--- config.mk ---
export PLATFORM = sky130hd
export DESIGN_NAME = operating_mode_register
export DESIGN_NICKNAME = d
export VERILOG_FILES = /design/src/mode_reg_pkg.sv /design/src/operating_mode_register.sv
export SDC_FILE = /design/constraint.sdc
export NUM_CORES = 1
export LEC_CHECK = 0
export BUFFER_PORTS_ARGS = -buffer_cell sky130_fd_sc_hd__buf_2
export CAP_MARGIN = 30
export CORE_MARGIN = 5
export CORE_UTILIZATION = 50
export DETAILED_ROUTE_END_ITERATION = 10
export GPL_TIMING_DRIVEN = 0
export PLACE_DENSITY = 0.85
export SLEW_MARGIN = 5
export SYNTH_ARGS = -nofsm -noshare
export SYNTH_HDL_FRONTEND = slang
export SYNTH_SLANG_ARGS = --single-unit
--- constraint.sdc ---
create_clock -name core_clk -period 2.9 [get_ports core_clk]
set_input_delay 0.145 -clock core_clk [delete_from_list [all_inputs] [get_ports core_clk]]
set_output_delay 0.145 -clock core_clk [all_outputs]
set_load 0.02 [all_outputs]
--- src/mode_reg_pkg.sv ---
// constants for the memory operating mode register
package mode_reg_pkg;
  localparam int ADDR_W = 19;
  localparam int MODE_W = 18;
  // field positions in the mode bits
  localparam int CFG_LSB = 0;
  localparam int BL_LSB = 3;
  localparam int AMUX_BIT = 5;
  localparam int UNUSED_BIT = 6;
  localparam int DLL_BIT = 7;
  localparam int IMP_BIT = 8;
  localparam int TERM_BIT = 9;
  // first phase and second phase input positions in multiplexed mode
  localparam int PH1_A0 = 0;
  localparam int PH1_A3 = 3;
  localparam int PH1_A4 = 4;
  localparam int PH1_A5 = 5;
  localparam int PH1_A8 = 8;
  localparam int PH1_A9 = 9;
  localparam int PH2_A3 = 3;
  localparam int PH2_A4 = 4;
  localparam int PH2_A8 = 8;
  localparam int PH2_A9 = 9;
  localparam logic [17:0] MODE_RESET = 18'h00000;
  localparam logic [1:0] BL_2 = 2'h0;
  localparam logic [1:0] BL_4 = 2'h1;
  localparam logic [1:0] BL_8 = 2'h2;
  localparam logic [1:0] BL_RSVD = 2'h3;
  localparam logic [3:0] BURST_2 = 4'h2;
  localparam logic [3:0] BURST_4 = 4'h4;
  localparam logic [3:0] BURST_8 = 4'h8;
  // row cycle and read latency per configuration code, non-multiplexed
  localparam logic [3:0] TRC_C0 = 4'h4;
  localparam logic [3:0] TRC_C2 = 4'h6;
  localparam logic [3:0] TRC_C3 = 4'h8;
  localparam logic [3:0] TRC_C4 = 4'h3;
  localparam logic [3:0] TRC_C5 = 4'h5;
  localparam logic [3:0] MUX_LAT_ADD = 4'h1;
  localparam logic [3:0] WL_ADD = 4'h1;
endpackage

--- src/operating_mode_register.sv ---
// mode register captured by the mode-set command on the address inputs
//
// Behaviour
// - non-mux capture A0-A17 on command edge
// - bit 6 ignored in both modes
// - A5 selects multiplexed address mode
// - A4:A3 encode burst length 2/4/8
// - non-mux config gives rc/rl/wl
// - mux config adds one latency clock
// - mux phases load bits per mapping
// - A7 (phase-two A9 in mux mode) enables DLL, zero holds reset
// - A8 selects external impedance calibration
// - A9 enables on-die termination
`timescale 1ns/1ps
`default_nettype none
module operating_mode_register
  import mode_reg_pkg::*;
(
  input wire logic core_clk, // command clock
  input wire logic rst_b, // synchronous reset, low
  input wire logic mode_set_command, // mode-set decoded this edge
  input wire logic [ADDR_W-1:0] addr_in, // address inputs
  output logic [MODE_W-1:0] mode_bits, // stored mode register
  output logic address_mux_select, // multiplexed addressing
  output logic [3:0] burst_length, // beats per burst
  output logic burst_reserved, // reserved burst code held
  output logic [3:0] row_cycle_time, // clocks
  output logic [3:0] read_latency, // clocks
  output logic [3:0] write_latency, // clocks
  output logic config_reserved, // reserved config code held
  output logic dll_enable, // dll running
  output logic drive_impedance_select, // external calibration
  output logic termination_enable // on-die termination on
);
  typedef enum logic [0:0] {
    ST_IDLE = 1'b0,
    ST_PHASE2 = 1'b1
  } cap_state_e;

  cap_state_e state_q, state_d;
  logic [MODE_W-1:0] mode_q, mode_d;
  logic [ADDR_W-1:0] phase1_q;
  logic amux_q;
  logic [3:0] bl_d, rc_d, rl_d, wl_d;
  logic bl_rsvd_d, cfg_rsvd_d;

  wire in_mux = mode_q[AMUX_BIT];
  wire start_single = mode_set_command && !in_mux;
  wire start_mux = mode_set_command && in_mux && state_q == ST_IDLE;
  // non-mux: A0-A17, bit 6 and A18 dropped
  wire [MODE_W-1:0] single_bits = {addr_in[MODE_W-1:UNUSED_BIT+1], 1'b0,
    addr_in[UNUSED_BIT-1:0]};
  // mux: assemble from first phase and the current second phase
  wire [MODE_W-1:0] mux_bits = {8'h00,
    phase1_q[PH1_A9], phase1_q[PH1_A8], addr_in[PH2_A9], 1'b0,
    phase1_q[PH1_A5], phase1_q[PH1_A4], phase1_q[PH1_A3],
    addr_in[PH2_A4], addr_in[PH2_A3], phase1_q[PH1_A0]};

  always_comb begin
    state_d = state_q;
    mode_d = mode_q;
    unique case (state_q)
      ST_IDLE: begin
        if (start_single) begin
          mode_d = single_bits;
        end else if (start_mux) begin
          state_d = ST_PHASE2;
        end
      end
      ST_PHASE2: begin
        mode_d = mux_bits;
        state_d = ST_IDLE;
      end
    endcase
  end

  always_ff @(posedge core_clk) begin
    if (!rst_b) begin
      state_q <= ST_IDLE;
      mode_q <= MODE_RESET;
      phase1_q <= '0;
    end else begin
      state_q <= state_d;
      mode_q <= mode_d;
      if (start_mux) begin
        phase1_q <= addr_in;
      end
    end
  end

  // decode of the stored fields
  wire [1:0] bl_code = mode_q[BL_LSB+1:BL_LSB];
  wire [2:0] cfg_code = mode_q[CFG_LSB+2:CFG_LSB];
  wire [3:0] lat_add = in_mux ? MUX_LAT_ADD : 4'h0;

  always_comb begin
    bl_rsvd_d = 1'b0;
    unique case (bl_code)
      BL_2: bl_d = BURST_2;
      BL_4: bl_d = BURST_4;
      BL_8: bl_d = BURST_8;
      BL_RSVD: begin
        bl_d = BURST_2;
        bl_rsvd_d = 1'b1;
      end
    endcase
  end

  always_comb begin
    cfg_rsvd_d = 1'b0;
    unique case (cfg_code)
      3'h0, 3'h1: rc_d = TRC_C0;
      3'h2: rc_d = TRC_C2;
      3'h3: rc_d = TRC_C3;
      3'h4: rc_d = TRC_C4;
      3'h5: rc_d = TRC_C5;
      3'h6, 3'h7: begin
        rc_d = TRC_C0;
        cfg_rsvd_d = 1'b1;
      end
    endcase
    rl_d = rc_d + lat_add;
    wl_d = rl_d + WL_ADD;
  end

  always_ff @(posedge core_clk) begin
    if (!rst_b) begin
      mode_bits <= MODE_RESET;
      amux_q <= 1'b0;
      burst_length <= BURST_2;
      burst_reserved <= 1'b0;
      row_cycle_time <= TRC_C0;
      read_latency <= TRC_C0;
      write_latency <= TRC_C0 + WL_ADD;
      config_reserved <= 1'b0;
      dll_enable <= 1'b0;
      drive_impedance_select <= 1'b0;
      termination_enable <= 1'b0;
    end else begin
      mode_bits <= mode_q;
      amux_q <= in_mux;
      burst_length <= bl_d;
      burst_reserved <= bl_rsvd_d;
      row_cycle_time <= rc_d;
      read_latency <= rl_d;
      write_latency <= wl_d;
      config_reserved <= cfg_rsvd_d;
      dll_enable <= mode_q[DLL_BIT];
      drive_impedance_select <= mode_q[IMP_BIT];
      termination_enable <= mode_q[TERM_BIT];
    end
  end
  assign address_mux_select = amux_q;

  // capture and storage
  AST_SINGLE_CAPTURE: assert property (
    @(posedge core_clk) disable iff (!rst_b)
    start_single |=> mode_q == $past(single_bits))
    else $error("single-cycle mode-set not captured");
  AST_SINGLE_NO_PHASE: assert property (
    @(posedge core_clk) disable iff (!rst_b)
    start_single |=> state_q == ST_IDLE)
    else $error("single-cycle mode-set entered phase two");
  AST_HOLD: assert property (
    @(posedge core_clk) disable iff (!rst_b)
    (state_q == ST_IDLE && !mode_set_command) |=> $stable(mode_q))
    else $error("mode bits changed without a command");
  AST_MODE_OUT: assert property (
    @(posedge core_clk) disable iff (!rst_b)
    mode_bits == $past(mode_q))
    else $error("mode bits output not one cycle behind");
  AST_UNUSED_ZERO: assert property (
    @(posedge core_clk) disable iff (!rst_b)
    mode_q[UNUSED_BIT] == 1'b0)
    else $error("bit 6 stored");

  // two-phase capture
  AST_MUX_START: assert property (
    @(posedge core_clk) disable iff (!rst_b)
    start_mux |=> state_q == ST_PHASE2)
    else $error("two-phase mode-set did not wait for phase two");
  AST_MUX_PH2_IGNORED: assert property (
    @(posedge core_clk) disable iff (!rst_b)
    state_q == ST_PHASE2 |=> state_q == ST_IDLE)
    else $error("phase two did not end the mode-set");
  AST_MUX_TWO_PHASE: assert property (
    @(posedge core_clk) disable iff (!rst_b)
    start_mux |=> ##1 mode_q[PH1_A9] == $past(addr_in[PH1_A9], 2))
    else $error("phase one bit 9 lost");
  AST_MUX_PH1_IMP: assert property (
    @(posedge core_clk) disable iff (!rst_b)
    start_mux |=> ##1 mode_q[IMP_BIT] == $past(addr_in[PH1_A8], 2))
    else $error("phase one bit 8 lost");
  AST_MUX_PH1_FIELDS: assert property (
    @(posedge core_clk) disable iff (!rst_b)
    start_mux |=> ##1 mode_q[AMUX_BIT:BL_LSB] ==
      $past(addr_in[PH1_A5:PH1_A3], 2))
    else $error("phase one bits 5 to 3 lost");
  AST_MUX_PH1_CFG: assert property (
    @(posedge core_clk) disable iff (!rst_b)
    start_mux |=> ##1 mode_q[CFG_LSB] == $past(addr_in[PH1_A0], 2))
    else $error("phase one bit 0 lost");
  AST_MUX_PHASE2: assert property (
    @(posedge core_clk) disable iff (!rst_b)
    start_mux |=> ##1 mode_q[DLL_BIT] == $past(addr_in[PH2_A9]))
    else $error("phase two bit 7 lost");
  AST_MUX_PH2_CFG: assert property (
    @(posedge core_clk) disable iff (!rst_b)
    start_mux |=> ##1 mode_q[CFG_LSB+2:CFG_LSB+1] ==
      $past(addr_in[PH2_A4:PH2_A3]))
    else $error("phase two bits 2 and 1 lost");
  AST_MUX_UPPER_ZERO: assert property (
    @(posedge core_clk) disable iff (!rst_b)
    start_mux |=> ##1 mode_q[MODE_W-1:TERM_BIT+1] == 8'h00)
    else $error("two-phase mode-set stored upper bits");

  // burst and address mode decode
  AST_AMUX: assert property (
    @(posedge core_clk) disable iff (!rst_b)
    $rose(mode_q[AMUX_BIT]) |=> address_mux_select)
    else $error("address mode not followed");
  AST_AMUX_FALL: assert property (
    @(posedge core_clk) disable iff (!rst_b)
    $fell(mode_q[AMUX_BIT]) |=> !address_mux_select)
    else $error("single-phase mode not restored");
  AST_BURST_2: assert property (
    @(posedge core_clk) disable iff (!rst_b)
    bl_code == BL_2 |=> (burst_length == BURST_2 && !burst_reserved))
    else $error("burst length 2 wrong");
  AST_BURST: assert property (
    @(posedge core_clk) disable iff (!rst_b)
    bl_code == BL_4 |=> burst_length == BURST_4)
    else $error("burst length wrong");
  AST_BURST_8: assert property (
    @(posedge core_clk) disable iff (!rst_b)
    bl_code == BL_8 |=> burst_length == BURST_8)
    else $error("burst length 8 wrong");
  AST_BURST_RSVD: assert property (
    @(posedge core_clk) disable iff (!rst_b)
    bl_code == BL_RSVD |=> burst_reserved)
    else $error("reserved burst code not flagged");

  // latency configuration decode
  AST_CFG_RSVD: assert property (
    @(posedge core_clk) disable iff (!rst_b)
    cfg_code[2:1] == 2'h3 |=> config_reserved)
    else $error("reserved configuration not flagged");
  AST_CFG_VALID: assert property (
    @(posedge core_clk) disable iff (!rst_b)
    cfg_code[2:1] != 2'h3 |=> !config_reserved)
    else $error("valid configuration flagged");
  AST_RC_C1: assert property (
    @(posedge core_clk) disable iff (!rst_b)
    cfg_code == 3'h1 |=> row_cycle_time == TRC_C0)
    else $error("row cycle for code 1 wrong");
  AST_RC_C2: assert property (
    @(posedge core_clk) disable iff (!rst_b)
    cfg_code == 3'h2 |=> row_cycle_time == TRC_C2)
    else $error("row cycle for code 2 wrong");
  AST_RC_C3: assert property (
    @(posedge core_clk) disable iff (!rst_b)
    cfg_code == 3'h3 |=> row_cycle_time == TRC_C3)
    else $error("row cycle for code 3 wrong");
  AST_RC_C4: assert property (
    @(posedge core_clk) disable iff (!rst_b)
    cfg_code == 3'h4 |=> row_cycle_time == TRC_C4)
    else $error("row cycle for code 4 wrong");
  AST_RC_C5: assert property (
    @(posedge core_clk) disable iff (!rst_b)
    cfg_code == 3'h5 |=> row_cycle_time == TRC_C5)
    else $error("row cycle for code 5 wrong");
  AST_WL: assert property (
    @(posedge core_clk) disable iff (!rst_b)
    write_latency == read_latency + WL_ADD)
    else $error("write latency not read plus one");
  AST_WL_SINGLE: assert property (
    @(posedge core_clk) disable iff (!rst_b)
    (!in_mux && cfg_code == 3'h0) |=> write_latency == TRC_C0 + WL_ADD)
    else $error("single-phase write latency wrong");
  AST_SINGLE_LAT: assert property (
    @(posedge core_clk) disable iff (!rst_b)
    (!in_mux && cfg_code == 3'h5) |=> read_latency == TRC_C5)
    else $error("single-phase read latency wrong");
  AST_MUX_LAT: assert property (
    @(posedge core_clk) disable iff (!rst_b)
    (in_mux && cfg_code == 3'h3) |=> read_latency == TRC_C3 + MUX_LAT_ADD)
    else $error("mux latency wrong");
  AST_MUX_LAT_C4: assert property (
    @(posedge core_clk) disable iff (!rst_b)
    (in_mux && cfg_code == 3'h4) |=>
      (read_latency == TRC_C4 + MUX_LAT_ADD &&
      write_latency == TRC_C4 + MUX_LAT_ADD + WL_ADD))
    else $error("mux latency for code 4 wrong");

  // feature bits
  AST_FEATURES: assert property (
    @(posedge core_clk) disable iff (!rst_b)
    ##1 (dll_enable == $past(mode_q[DLL_BIT]) &&
    termination_enable == $past(mode_q[TERM_BIT]) &&
    drive_impedance_select == $past(mode_q[IMP_BIT])))
    else $error("feature output mismatch");
  AST_DLL_OFF: assert property (
    @(posedge core_clk) disable iff (!rst_b)
    !mode_q[DLL_BIT] |=> !dll_enable)
    else $error("dll running while held in reset");
endmodule // operating_mode_register
`default_nettype wire

# --- Word level (Yosys, flattened, before mapping) ---
# Index checks and enable logic that the tools add are counted.
classes:
  n_addsub: 2
  mux: 10
  bitwise_logic: 1
  n_eq_ne: 11
  n_reduce_logical: 9
ops:
  columns: ["operator", "n"]
  rows:
  - ["$pmux W18 S2", 1]
  - ["$pmux W4 S5", 1]
  - ["$mux W18", 1]
  - ["$eq A3 B3 Y1 const B", 4]
  - ["$pmux W4 S3", 1]
  - ["$eq A3 B2 Y1 const B", 2]
  - ["$mux W1", 5]
  - ["$add A4 B1 Y4", 1]
  - ["$add A4 B1 Y4 const B", 1]
  - ["$eq A2 B2 Y1 const B", 2]
  - ["$reduce_or A2 Y1", 2]
  - ["$reduce_or A4 Y1", 1]
  - ["$eq A3 B1 Y1 const B", 1]
  - ["$logic_and A1 B1 Y1", 3]
  - ["$logic_not A3 Y1", 1]
  - ["$eq A2 B1 Y1 const B", 1]
  - ["$logic_not A2 Y1", 1]
  - ["$ne A2 B2 Y1 const B", 1]
  - ["$pmux W1 S2", 1]
  - ["$logic_not A1 Y1", 1]
  - ["$not A1 Y1", 1]
word_totals:
  input_bits: 22
  register_bits: 69
  output_inout_bits: 40

# --- Longest topological paths before layout ---
# Gate-level depths: netlist of run 1.
depth:
  word_depth: 5
  ltp_mapped: 8
  mapped_depth_nobuf: 8

# --- Worst setup path before layout of run 1 ---
# OpenSTA, ideal clock, no wires.
synth_path:
  kind: "flip-flop to flip-flop"
  startpoint: "reg mode_q[1]"
  endpoint: "reg write_latency[2]"
  arrival_time_ns: 2.010
  setup_slack_ns: 0.766
  stages_incl_launch_ff: 8
  required_ns: 2.776
  synth_period_minus_slack_ns: 2.134
  path_buffers: 0
  setup_ns: 0.124
  path_cell_list: "dfxtp_1 > inv_2 > ha_1 > a22oi_1 > ha_1 > ha_1 > xnor3_1 > nand2b_1"
synth_between:
  elab_chain_cells: 5
  word_cells_on_any_way: 12
synth_rtl:
  columns: ["item", "line_no", "rtl"]
  rows:
  - ["start: declaration", "operating_mode_register.sv:41", "logic [MODE_W-1:0] mode_q, mode_d;"]
  - ["start signal: assignment", "operating_mode_register.sv:84", "mode_q <= mode_d;"]
  - ["$eq A3 B3 Y1, or another cell as far along", "operating_mode_register.sv:111", "unique case (cfg_code)"]
  - ["$reduce_or A4 Y1 (no source line)", null, null]
  - ["$pmux W4 S5 (*)", "operating_mode_register.sv:111", null]
  - ["named net rc_d[1]", "operating_mode_register.sv:44", "logic [3:0] bl_d, rc_d, rl_d, wl_d;"]
  - ["$add A4 B1 Y4 (*)", "operating_mode_register.sv:122", "rl_d = rc_d + lat_add;"]
  - ["named net rl_d[1]", "operating_mode_register.sv:44", null]
  - ["$add A4 B1 Y4 (*)", "operating_mode_register.sv:123", "wl_d = rl_d + WL_ADD;"]
  - ["end signal: assignment", "operating_mode_register.sv:134", "write_latency <= TRC_C0 + WL_ADD;"]
  - ["end signal: assignment", "operating_mode_register.sv:146", "write_latency <= wl_d;"]
  - ["end: declaration", "operating_mode_register.sv:29", "output logic [3:0] write_latency,"]
# Mark *: on every way through the listed nets, which the timed path passes. The rest lies on a longest branch.
# A chain may end at the register's enable or synchronous reset.

# --- Worst setup path after layout of run 1 ---
# Same ends and word-level chain as after synthesis.

==> results.toml, run 1 <==
[run_status]
status = "finished, final reports clean"

[finish]
final_layout_size_suffix_gt1_share_pct = 29.4
fill_cells = 322
nets = 318
layout_commonest_cell = "buf_2"
antennaDiodeCount = 0
syn_to_final_growth_pct = 25.8
postLayoutCoreUtil_pct = 65.8
final_cell_mix = "buf_2, dfxtp_1, nand2_1"

[pwr]
peakVddDrop_mv = 0.643
power_density_nw_per_um2 = 682
seqPwrFrac_pct = 47.5
p_total_mw = 1.82
cellLeakagePower_nw = 1.33
p_sw_uw = 470
power.share.clock_pct = 40.2
combPwrFrac_pct = 12.3
switching_share_pct = 25.8
internal_power_mw = 1.35

[yosys]
synth_top_cell_by_area = "dfxtp_1"
synthCells = 219
synth_edf_count = 0
syn_area_per_cell_sq_um = 9.70
synth_top_area_share_pct = 54.7
synth_area_sq_um = 2120
async_reset_ff_share_pct = 0
synthTopCellsByArea = "dfxtp_1, nand2_1, and2_1"
yosys_warnings = 0
synth-seq-area-share_pct = 54.7
yosysUniqueCellTypes = 32
synth_ff_type = "dfxtp_1"
synth_seq_cells = 58

[floorplanning]
start_util_pct = 52.3
dieWidth_um = 75.2
top_level_ports = 62
core_area_sq_um = 4060
rows = 23
die_h_um = 75.2
dieArea_sq_um = 5650

[cts]
clock_latency_ns = 0.33
cts_root_buf = "clkbuf_8"
cts_hold_buf = 0
post_cts_buffers = 0
clockBufferDepth = 2
cts_tree = "done"
postCtsResizedCells = 0
path_clk_slew_ns = 0.06
numCtsBuffers = 9
clock-sinks = 58
htreeDepth = 3

[global_route]
grt_first_pass_wirelength_um = 7180
grt_max_degree = 11
grt_pass1_vias = 1633
overflow = 0
antenna_found_initial = 0
grtUsageTotal_pct = 17.4

[routing]
vias = 1669
wire_per_inst_um = 13.2
dr.pass1.iters = 7
drt_wl_total_um = 4530
drc = 0
drt_iter0_drc = 80
ant_nets = 0
avgViaCountPerCell = 4.87

[setup_path]
cp.arrival_ns = 2.56
cp_max_fo = 8
cp-end-kind = "register"
crit_type = "reg -> reg"
critPathRequiredTime_ns = 3.10
crit_path_start_kind = "register"

[sta]
tns_ns = 0
finClkSkew_ns = 0.00843
final_hold_viol_count = 0
timing.final.ws_setup_ns = 0.542
setup_viol = 0
finalCritPeriodShare_pct = 81.3
timing.fmax_ghz = 0.424
period_minus_slack_ns = 2.36
final_max_slew_viol_count = 0
rsz0062_at_grt = "false"

[placed_design]
dpl.hpwl_um = 3190
place.gp.congestion = 0.763
io_buffers = 57
dp_slack_ns = 0.557

[run]
cap_violations = 0

[hold_path]
hold_path.class = "in -> reg"
-- final timing paths --
path	endpoint	start	slack, ns	cells past startpoint
worst max-delay path	write_latency[2]	mode_q[1]	0.54	7
worst min register to register	mode_q[15]	mode_q[15]	0.45	2
worst max register to register	write_latency[2]	mode_q[1]	0.54	7
worst min-delay path	mode_q[15]	addr_in[15]	0.05	3
-- power groups by stage --
stage / Sequential, mW / Combinational [mW] / Clock, mW
floorplan: 0.915 / 0.118 / 0
global placement: 0.882 / 0.215 / 0
detailed placement: 0.884 / 0.224 / 0
CTS: 0.866 / 0.225 / 0.741
global route: 0.872 / 0.249 / 0.782
finish: 0.866 / 0.224 / 0.732
-- state kept, by name (all words and copies together) (netlist names) --
name,count
burst_length,3
write_latency,4
mode_bits,17
mode_q,17
burst_reserved,1
row_cycle_time,4
phase1_q,6
read_latency,4
state_q,1
config_reserved,1
-- final cells by class --
type | count | area [sq um] | share of cell area, %
well taps | 50 | 62.6 | 2.34
repair buffers | 57 | 285 | 10.7
inverters | 6 | 22.5 | 0.843
flip-flops and latches | 58 | 1160 | 43.5
clock buffers | 11 | 141 | 5.30
plain buffers | 18 | 98.8 | 3.70
clock inverters | 5 | 53.8 | 2.01
multi-input cells | 138 | 845 | 31.6
-- critical path, stage by stage (launching register included) --
cell	delay (ns)
dfxtp_1	0.51
inv_2	0.10
ha_1	0.38
a22oi_1	0.24
ha_1	0.31
ha_1	0.23
xnor3_1	0.32
nand2b_1	0.15
-- metrics by stage --
step | cells | instance area (sq um) | hold slack [ns]
2_1_floorplan | 220 | 2130 | 0.281
3_3_place_gp | 327 | 2470 | 0.386
3_5_place_dp | 327 | 2470 | 0.392
4_1_cts | 343 | 2670 | 0.0385
5_1_grt | 343 | 2670 | 0.0481
6_report | 343 | 2670 | 0.0510
-- cells in the mapped netlist, drive strengths merged, types with 2 or more instances --
library cell and count:
nand2 38, mux2i 6, buf 11, dfxtp 58
ha 8, a311oi 8, nor2 19, nand2b 3
o21ai 3, xor2 2, clkbuf 7, nor2b 2
and2 22, inv 6, a21oi 12
-- cells by family after synthesis --
kind of cell    synth area share (%)
simple gates                    21.3
flops                           54.7
buf+inv                         5.72
xor+xnor                        1.89
compound gates                  8.66
other cells                    0.177
mux                             2.83
fa+ha+maj                       4.71
-- routing by layer --
layer / vias to the layer above / track usage, % / routed length, um
met3: 10 / 7.88 / 432
met1: 746 / 19.5 / 1800
met4: 0 / 7.77 / 82
li1: 849 / - / -
met5: - / 0 / 0
met2: 64 / 28.6 / 2220
No activity file was read; power rests on OpenSTA's default activity.
==> inputs of run 2 (changes only) <==
==> constraint.sdc (replaced) <==
create_clock -name core_clk -period 2.3 [get_ports core_clk]
set_input_delay 0.115 -clock core_clk [delete_from_list [all_inputs] [get_ports core_clk]]
set_output_delay 0.115 -clock core_clk [all_outputs]
set_load 0.02 [all_outputs]
==> results.toml, run 2 (synthesis gave the netlist of run 1 again) <==
[pwr]
peakVddDrop_mv = 0.810
power_density_nw_per_um2 = 858
cellLeakagePower_nw = 1.33

[floorplanning]
core_area_sq_um = 4060
top_level_ports = 62
dieArea_sq_um = 5650
dieWidth_um = 75.2
rows = 23
die_h_um = 75.2
start_util_pct = 52.3

[finish]
postLayoutCoreUtil_pct = 66.2
final_cells = 343
fill_cells = 319
reg_top3 = "mode_bits x17, mode_q x17, phase1_q x6"
final_cell_mix = "buf_2, dfxtp_1, nand2_1"
final_layout_size_suffix_gt1_share_pct = 30.7
antennaDiodeCount = 0
nets = 318
syn_to_final_growth_pct = 26.5
layout_commonest_cell = "buf_2"

[global_route]
grt_first_pass_wirelength_um = 7260
grt_max_degree = 11
overflow = 0
grtUsageTotal_pct = 17.6
grt_pass1_vias = 1638
antenna_found_initial = 0

[cts]
clock_latency_ns = 0.33
path_clk_slew_ns = 0.07
htreeDepth = 3
clock-sinks = 58
cts_tree = "done"
numCtsBuffers = 9
cts_root_buf = "clkbuf_8"
post_cts_buffers = 0
clockBufferDepth = 2

[sta]
timing.final.ws_setup_ns = 0.120
finClkSkew_ns = 0.00898
final_max_slew_viol_count = 0
finalCritPeriodShare_pct = 94.8
timing.fmax_ghz = 0.459
setup_viol = 0
rsz0062_at_grt = "false"
worst_pin_slew_ns = 0.510
slew_headroom_pct = 66.0
tns_ns = 0
period_minus_slack_ns = 2.18
final_hold_viol_count = 0

[placed_design]
dpl.hpwl_um = 3190
dp_slack_ns = -0.0428
place.gp.congestion = 0.763
dp.cells = 327
io_buffers = 57

[setup_path]
cp_max_fo = 8
cp-end-kind = "register"
r2r_setup_slack_ns = 0.12
r2r.worst_path.cells = 7
cp.arrival_ns = 2.38
r2r_end = "write_latency[2]"
crit_path_start_kind = "register"
critPathRequiredTime_ns = 2.50
crit_type = "reg -> reg"
rr_startpoint = "mode_q[1]"

[routing]
drt_iter0_drc = 69
drt_wl_total_um = 4610
vias = 1680
drc = 0
wire_per_inst_um = 13.4
dr.pass1.iters = 4
avgViaCountPerCell = 4.90
ant_nets = 0

[hold_path]
holdPathStages = 3
hold_path.class = "in -> reg"
worstHoldEndpoint = "mode_q[14]"
hp-start = "addr_in[14]"

[run]
cap_violations = 0

[run_status]
status = "finished, final reports clean"
==> run 2: cell counts in the layout (fill, tap and decap cells not counted) <==
Identical to the previous run, type by type.
==> run 2: final cells by class <==
cell class              count  area [sq um]  area share, %
plain buffers              18          98.8           3.68
clock buffers              11           141           5.27
clock inverters             5          53.8           2.00
inverters                   6          22.5          0.839
multi-input cells         138           858           32.0
flip-flops and latches     58          1160           43.3
well taps                  50          62.6           2.33
repair buffers             57           285           10.6
==> run 2: worst max-delay path by stage <==
stage	to	startpoint	depth (start not counted)
after floorplan	write_latency[2]	mode_q[1]	7
after global placement	write_latency[2]	mode_q[1]	7
after detailed placement	write_latency[2]	mode_q[1]	7
after CTS	write_latency[2]	mode_q[1]	7
after global routing	write_latency[3]	mode_q[1]	8
final	write_latency[2]	mode_q[1]	7
==> run 2: routing by layer <==
layer / up-vias / share of wire [%] / GRT usage, %
met5: - / 0 / 0
met2: 63 / 49 / 28.8
li1: 850 / - / -
met1: 761 / 41 / 19.8
met3: 6 / 9.0 / 7.88
met4: 0 / 1.4 / 7.77
==> run 2: critical path, cell delays in order (launching register included) <==
cell      delay [ns]
dfxtp_2         0.43
inv_2           0.08
ha_2            0.38
a22oi_2         0.09
ha_1            0.36
ha_1            0.23
xnor3_1         0.32
nand2b_1        0.15
==> run 2: stage by stage <==
stage / instance area (sq um) / total power, mW / hold slack, ns
global placement: 2470 / 1.38 / 0.356
finish: 2690 / 2.30 / 0.0239
floorplan: 2130 / 1.30 / 0.251
global route: 2690 / 2.41 / 0.0181
CTS: 2670 / 2.31 / 0.00846
detailed placement: 2470 / 1.40 / 0.362
==> run 2: report_power, final <==
part           total, mW  internal, mW  switching, mW
registers           1.09          1.06         0.0283
clock network      0.922         0.526          0.396
logic              0.288         0.118          0.170
==> run 2: what timing repair did <==
item / CTS / global route
endpoints found under the hold margin: 0 / 0
resized for setup: 1 / 3
endpoints found under the setup margin: 2 / 2
hold buffers: 0 / 0
==> inputs of run 3 (changes only) <==
--- a/config.mk
+++ b/config.mk
@@ -7,6 +7,7 @@
 export LEC_CHECK = 0
 export BUFFER_PORTS_ARGS = -buffer_cell sky130_fd_sc_hd__buf_2
 export CAP_MARGIN = 30
+export CORE_ASPECT_RATIO = 0.8
 export CORE_MARGIN = 5
 export CORE_UTILIZATION = 50
 export DETAILED_ROUTE_END_ITERATION = 10
==> results.toml, run 3 (synthesis gave the netlist of run 1 again) <==
[run_status]
status = "finished, final reports clean"

[pwr]
cellLeakagePower_nw = 1.33
p_total_mw = 2.28
power_density_nw_per_um2 = 846
peakVddDrop_mv = 0.526

[cts]
clock_latency_ns = 0.33
cts_root_buf = "clkbuf_8"
path_clk_slew_ns = 0.06
numCtsBuffers = 9
htreeDepth = 3
cts_tree = "done"
clock-sinks = 58
clockBufferDepth = 2

[hold_path]
hold_path.class = "in -> reg"
holdPathStages = 3
hp-start = "addr_in[11]"
worstHoldEndpoint = "mode_q[11]"

[floorplanning]
dieWidth_um = 82.9
top_level_ports = 62
dieArea_sq_um = 5660
start_util_pct = 51.1
rows = 21
core_area_sq_um = 4150
die_h_um = 68.3

[finish]
layout_commonest_cell = "buf_2"
antennaDiodeCount = 0
finalInstanceArea_sq_um = 2700
final_layout_size_suffix_gt1_share_pct = 30.1
nets = 319
postLayoutCoreUtil_pct = 65.0
syn_to_final_growth_pct = 27.0
final_cell_mix = "buf_2, dfxtp_1, nand2_1"
reg_top3 = "mode_bits x17, mode_q x17, phase1_q x6"

[placed_design]
dpl-instance-area_sq_um = 2480
place.gp.congestion = 0.744
dpl.hpwl_um = 3060
io_buffers = 57

[global_route]
antenna_found_initial = 0
grt_first_pass_wirelength_um = 6950
grt_max_degree = 11
grt_pass1_vias = 1572
overflow = 0
grtUsageTotal_pct = 16.1

[routing]
vias = 1646
drt_wl_total_um = 4280
drc = 0
dr.pass1.iters = 4
drt_iter0_drc = 74
ant_nets = 0
avgViaCountPerCell = 4.72
wire_per_inst_um = 12.3

[setup_path]
timing.critical_path.mode_cell = "ha_1"
crit_slowest_cell = "dfxtp_2"
cp_cell_sequence = "inv_2, ha_1, a22oi_2, ha_1, ha_1, xnor3_1, nand2b_1"
critPathBufInv = 1
max_stage_delay_ns = 0.43
r2r.worst_path.cells = 7
r2r_end = "write_latency[2]"
rr_startpoint = "mode_q[1]"
crit_path_start_kind = "register"
cp.arrival_ns = 2.42
r2r_setup_slack_ns = 0.08
cp_max_fo = 8
crit_type = "reg -> reg"
crit_family = "adder cells"
critPathRequiredTime_ns = 2.50
cp-end-kind = "register"

[run]
cap_violations = 0

[sta]
final_max_slew_viol_count = 0
finalCritPeriodShare_pct = 96.4
setup_viol = 0
fin_hold_ws_ns = 0.0192
timing.fmax_ghz = 0.451
finClkSkew_ns = 0.00593
period_minus_slack_ns = 2.22
final_hold_viol_count = 0
-- run 3: cell count changes in the layout (fill, tap and decap cells not counted), sizes merged --
cell	previous run	this run
dlygate4sd3	0	1
clkinv	4	2
-- run 3: power by group --
part | switching, mW | internal [mW]
clock network | 0.360 | 0.543
registers | 0.0277 | 1.07
logic | 0.168 | 0.119
total | 0.556 | 1.73
-- run 3: area by class of cell --
type	count	area, sq um
Sequential cell	58	1160
Clock buffer	11	151
Timing Repair Buffer	58	295
Buffer	18	98.8
Fill cell	338	1450
Inverter	6	22.5
Tap cell	57	71.3
Clock inverter	3	40.0
Multi-Input combinational cell	138	856
-- run 3: tightest hold or removal path, stage by stage --
cell     delay (ns)
buf_2          0.09
nand2_1        0.04
a21oi_1        0.05
-- run 3: metrics by stage --
stage / setup WS, ns / setup TNS, ns / cells
detailed placement: -0.0596 / -0.0797 / 334
global route: -0.000655 / -0.000655 / 349
global placement: 0.00541 / 0 / 334
floorplan: 0.166 / 0 / 220
finish: 0.0837 / 0 / 349
CTS: 0.0482 / 0 / 348
-- run 3: worst max path at each step --
stage | start | cells after the start | end | slack, ns
after floorplan | mode_q[1] | 7 | write_latency[2] | 0.17
after global placement | mode_q[1] | 7 | write_latency[2] | 0.005
after detailed placement | mode_q[1] | 7 | write_latency[2] | -0.06
after CTS | mode_q[1] | 7 | write_latency[2] | 0.05
after global routing | mode_q[1] | 7 | write_latency[2] | -0.0007
final | mode_q[1] | 7 | write_latency[2] | 0.08
-- run 3: repair_timing --
item / CTS / global route
setup buffers: 0 / 0
cloned: 0 / 0
endpoints found under the setup margin: 2 / 2
hold buffers: 0 / 1
resized for setup: 1 / 2
hold endpoints to repair: 0 / 1
-- run 3: metal layers --
metal / vias up / GRT usage (%) / part of all wire (%)
li1: 853 / - / -
met1: 728 / 17.4 / 44
met2: 59 / 26.5 / 46
met3: 6 / 9.39 / 9.3
met4: 0 / 6.33 / 1.1
met5: - / 0 / 0
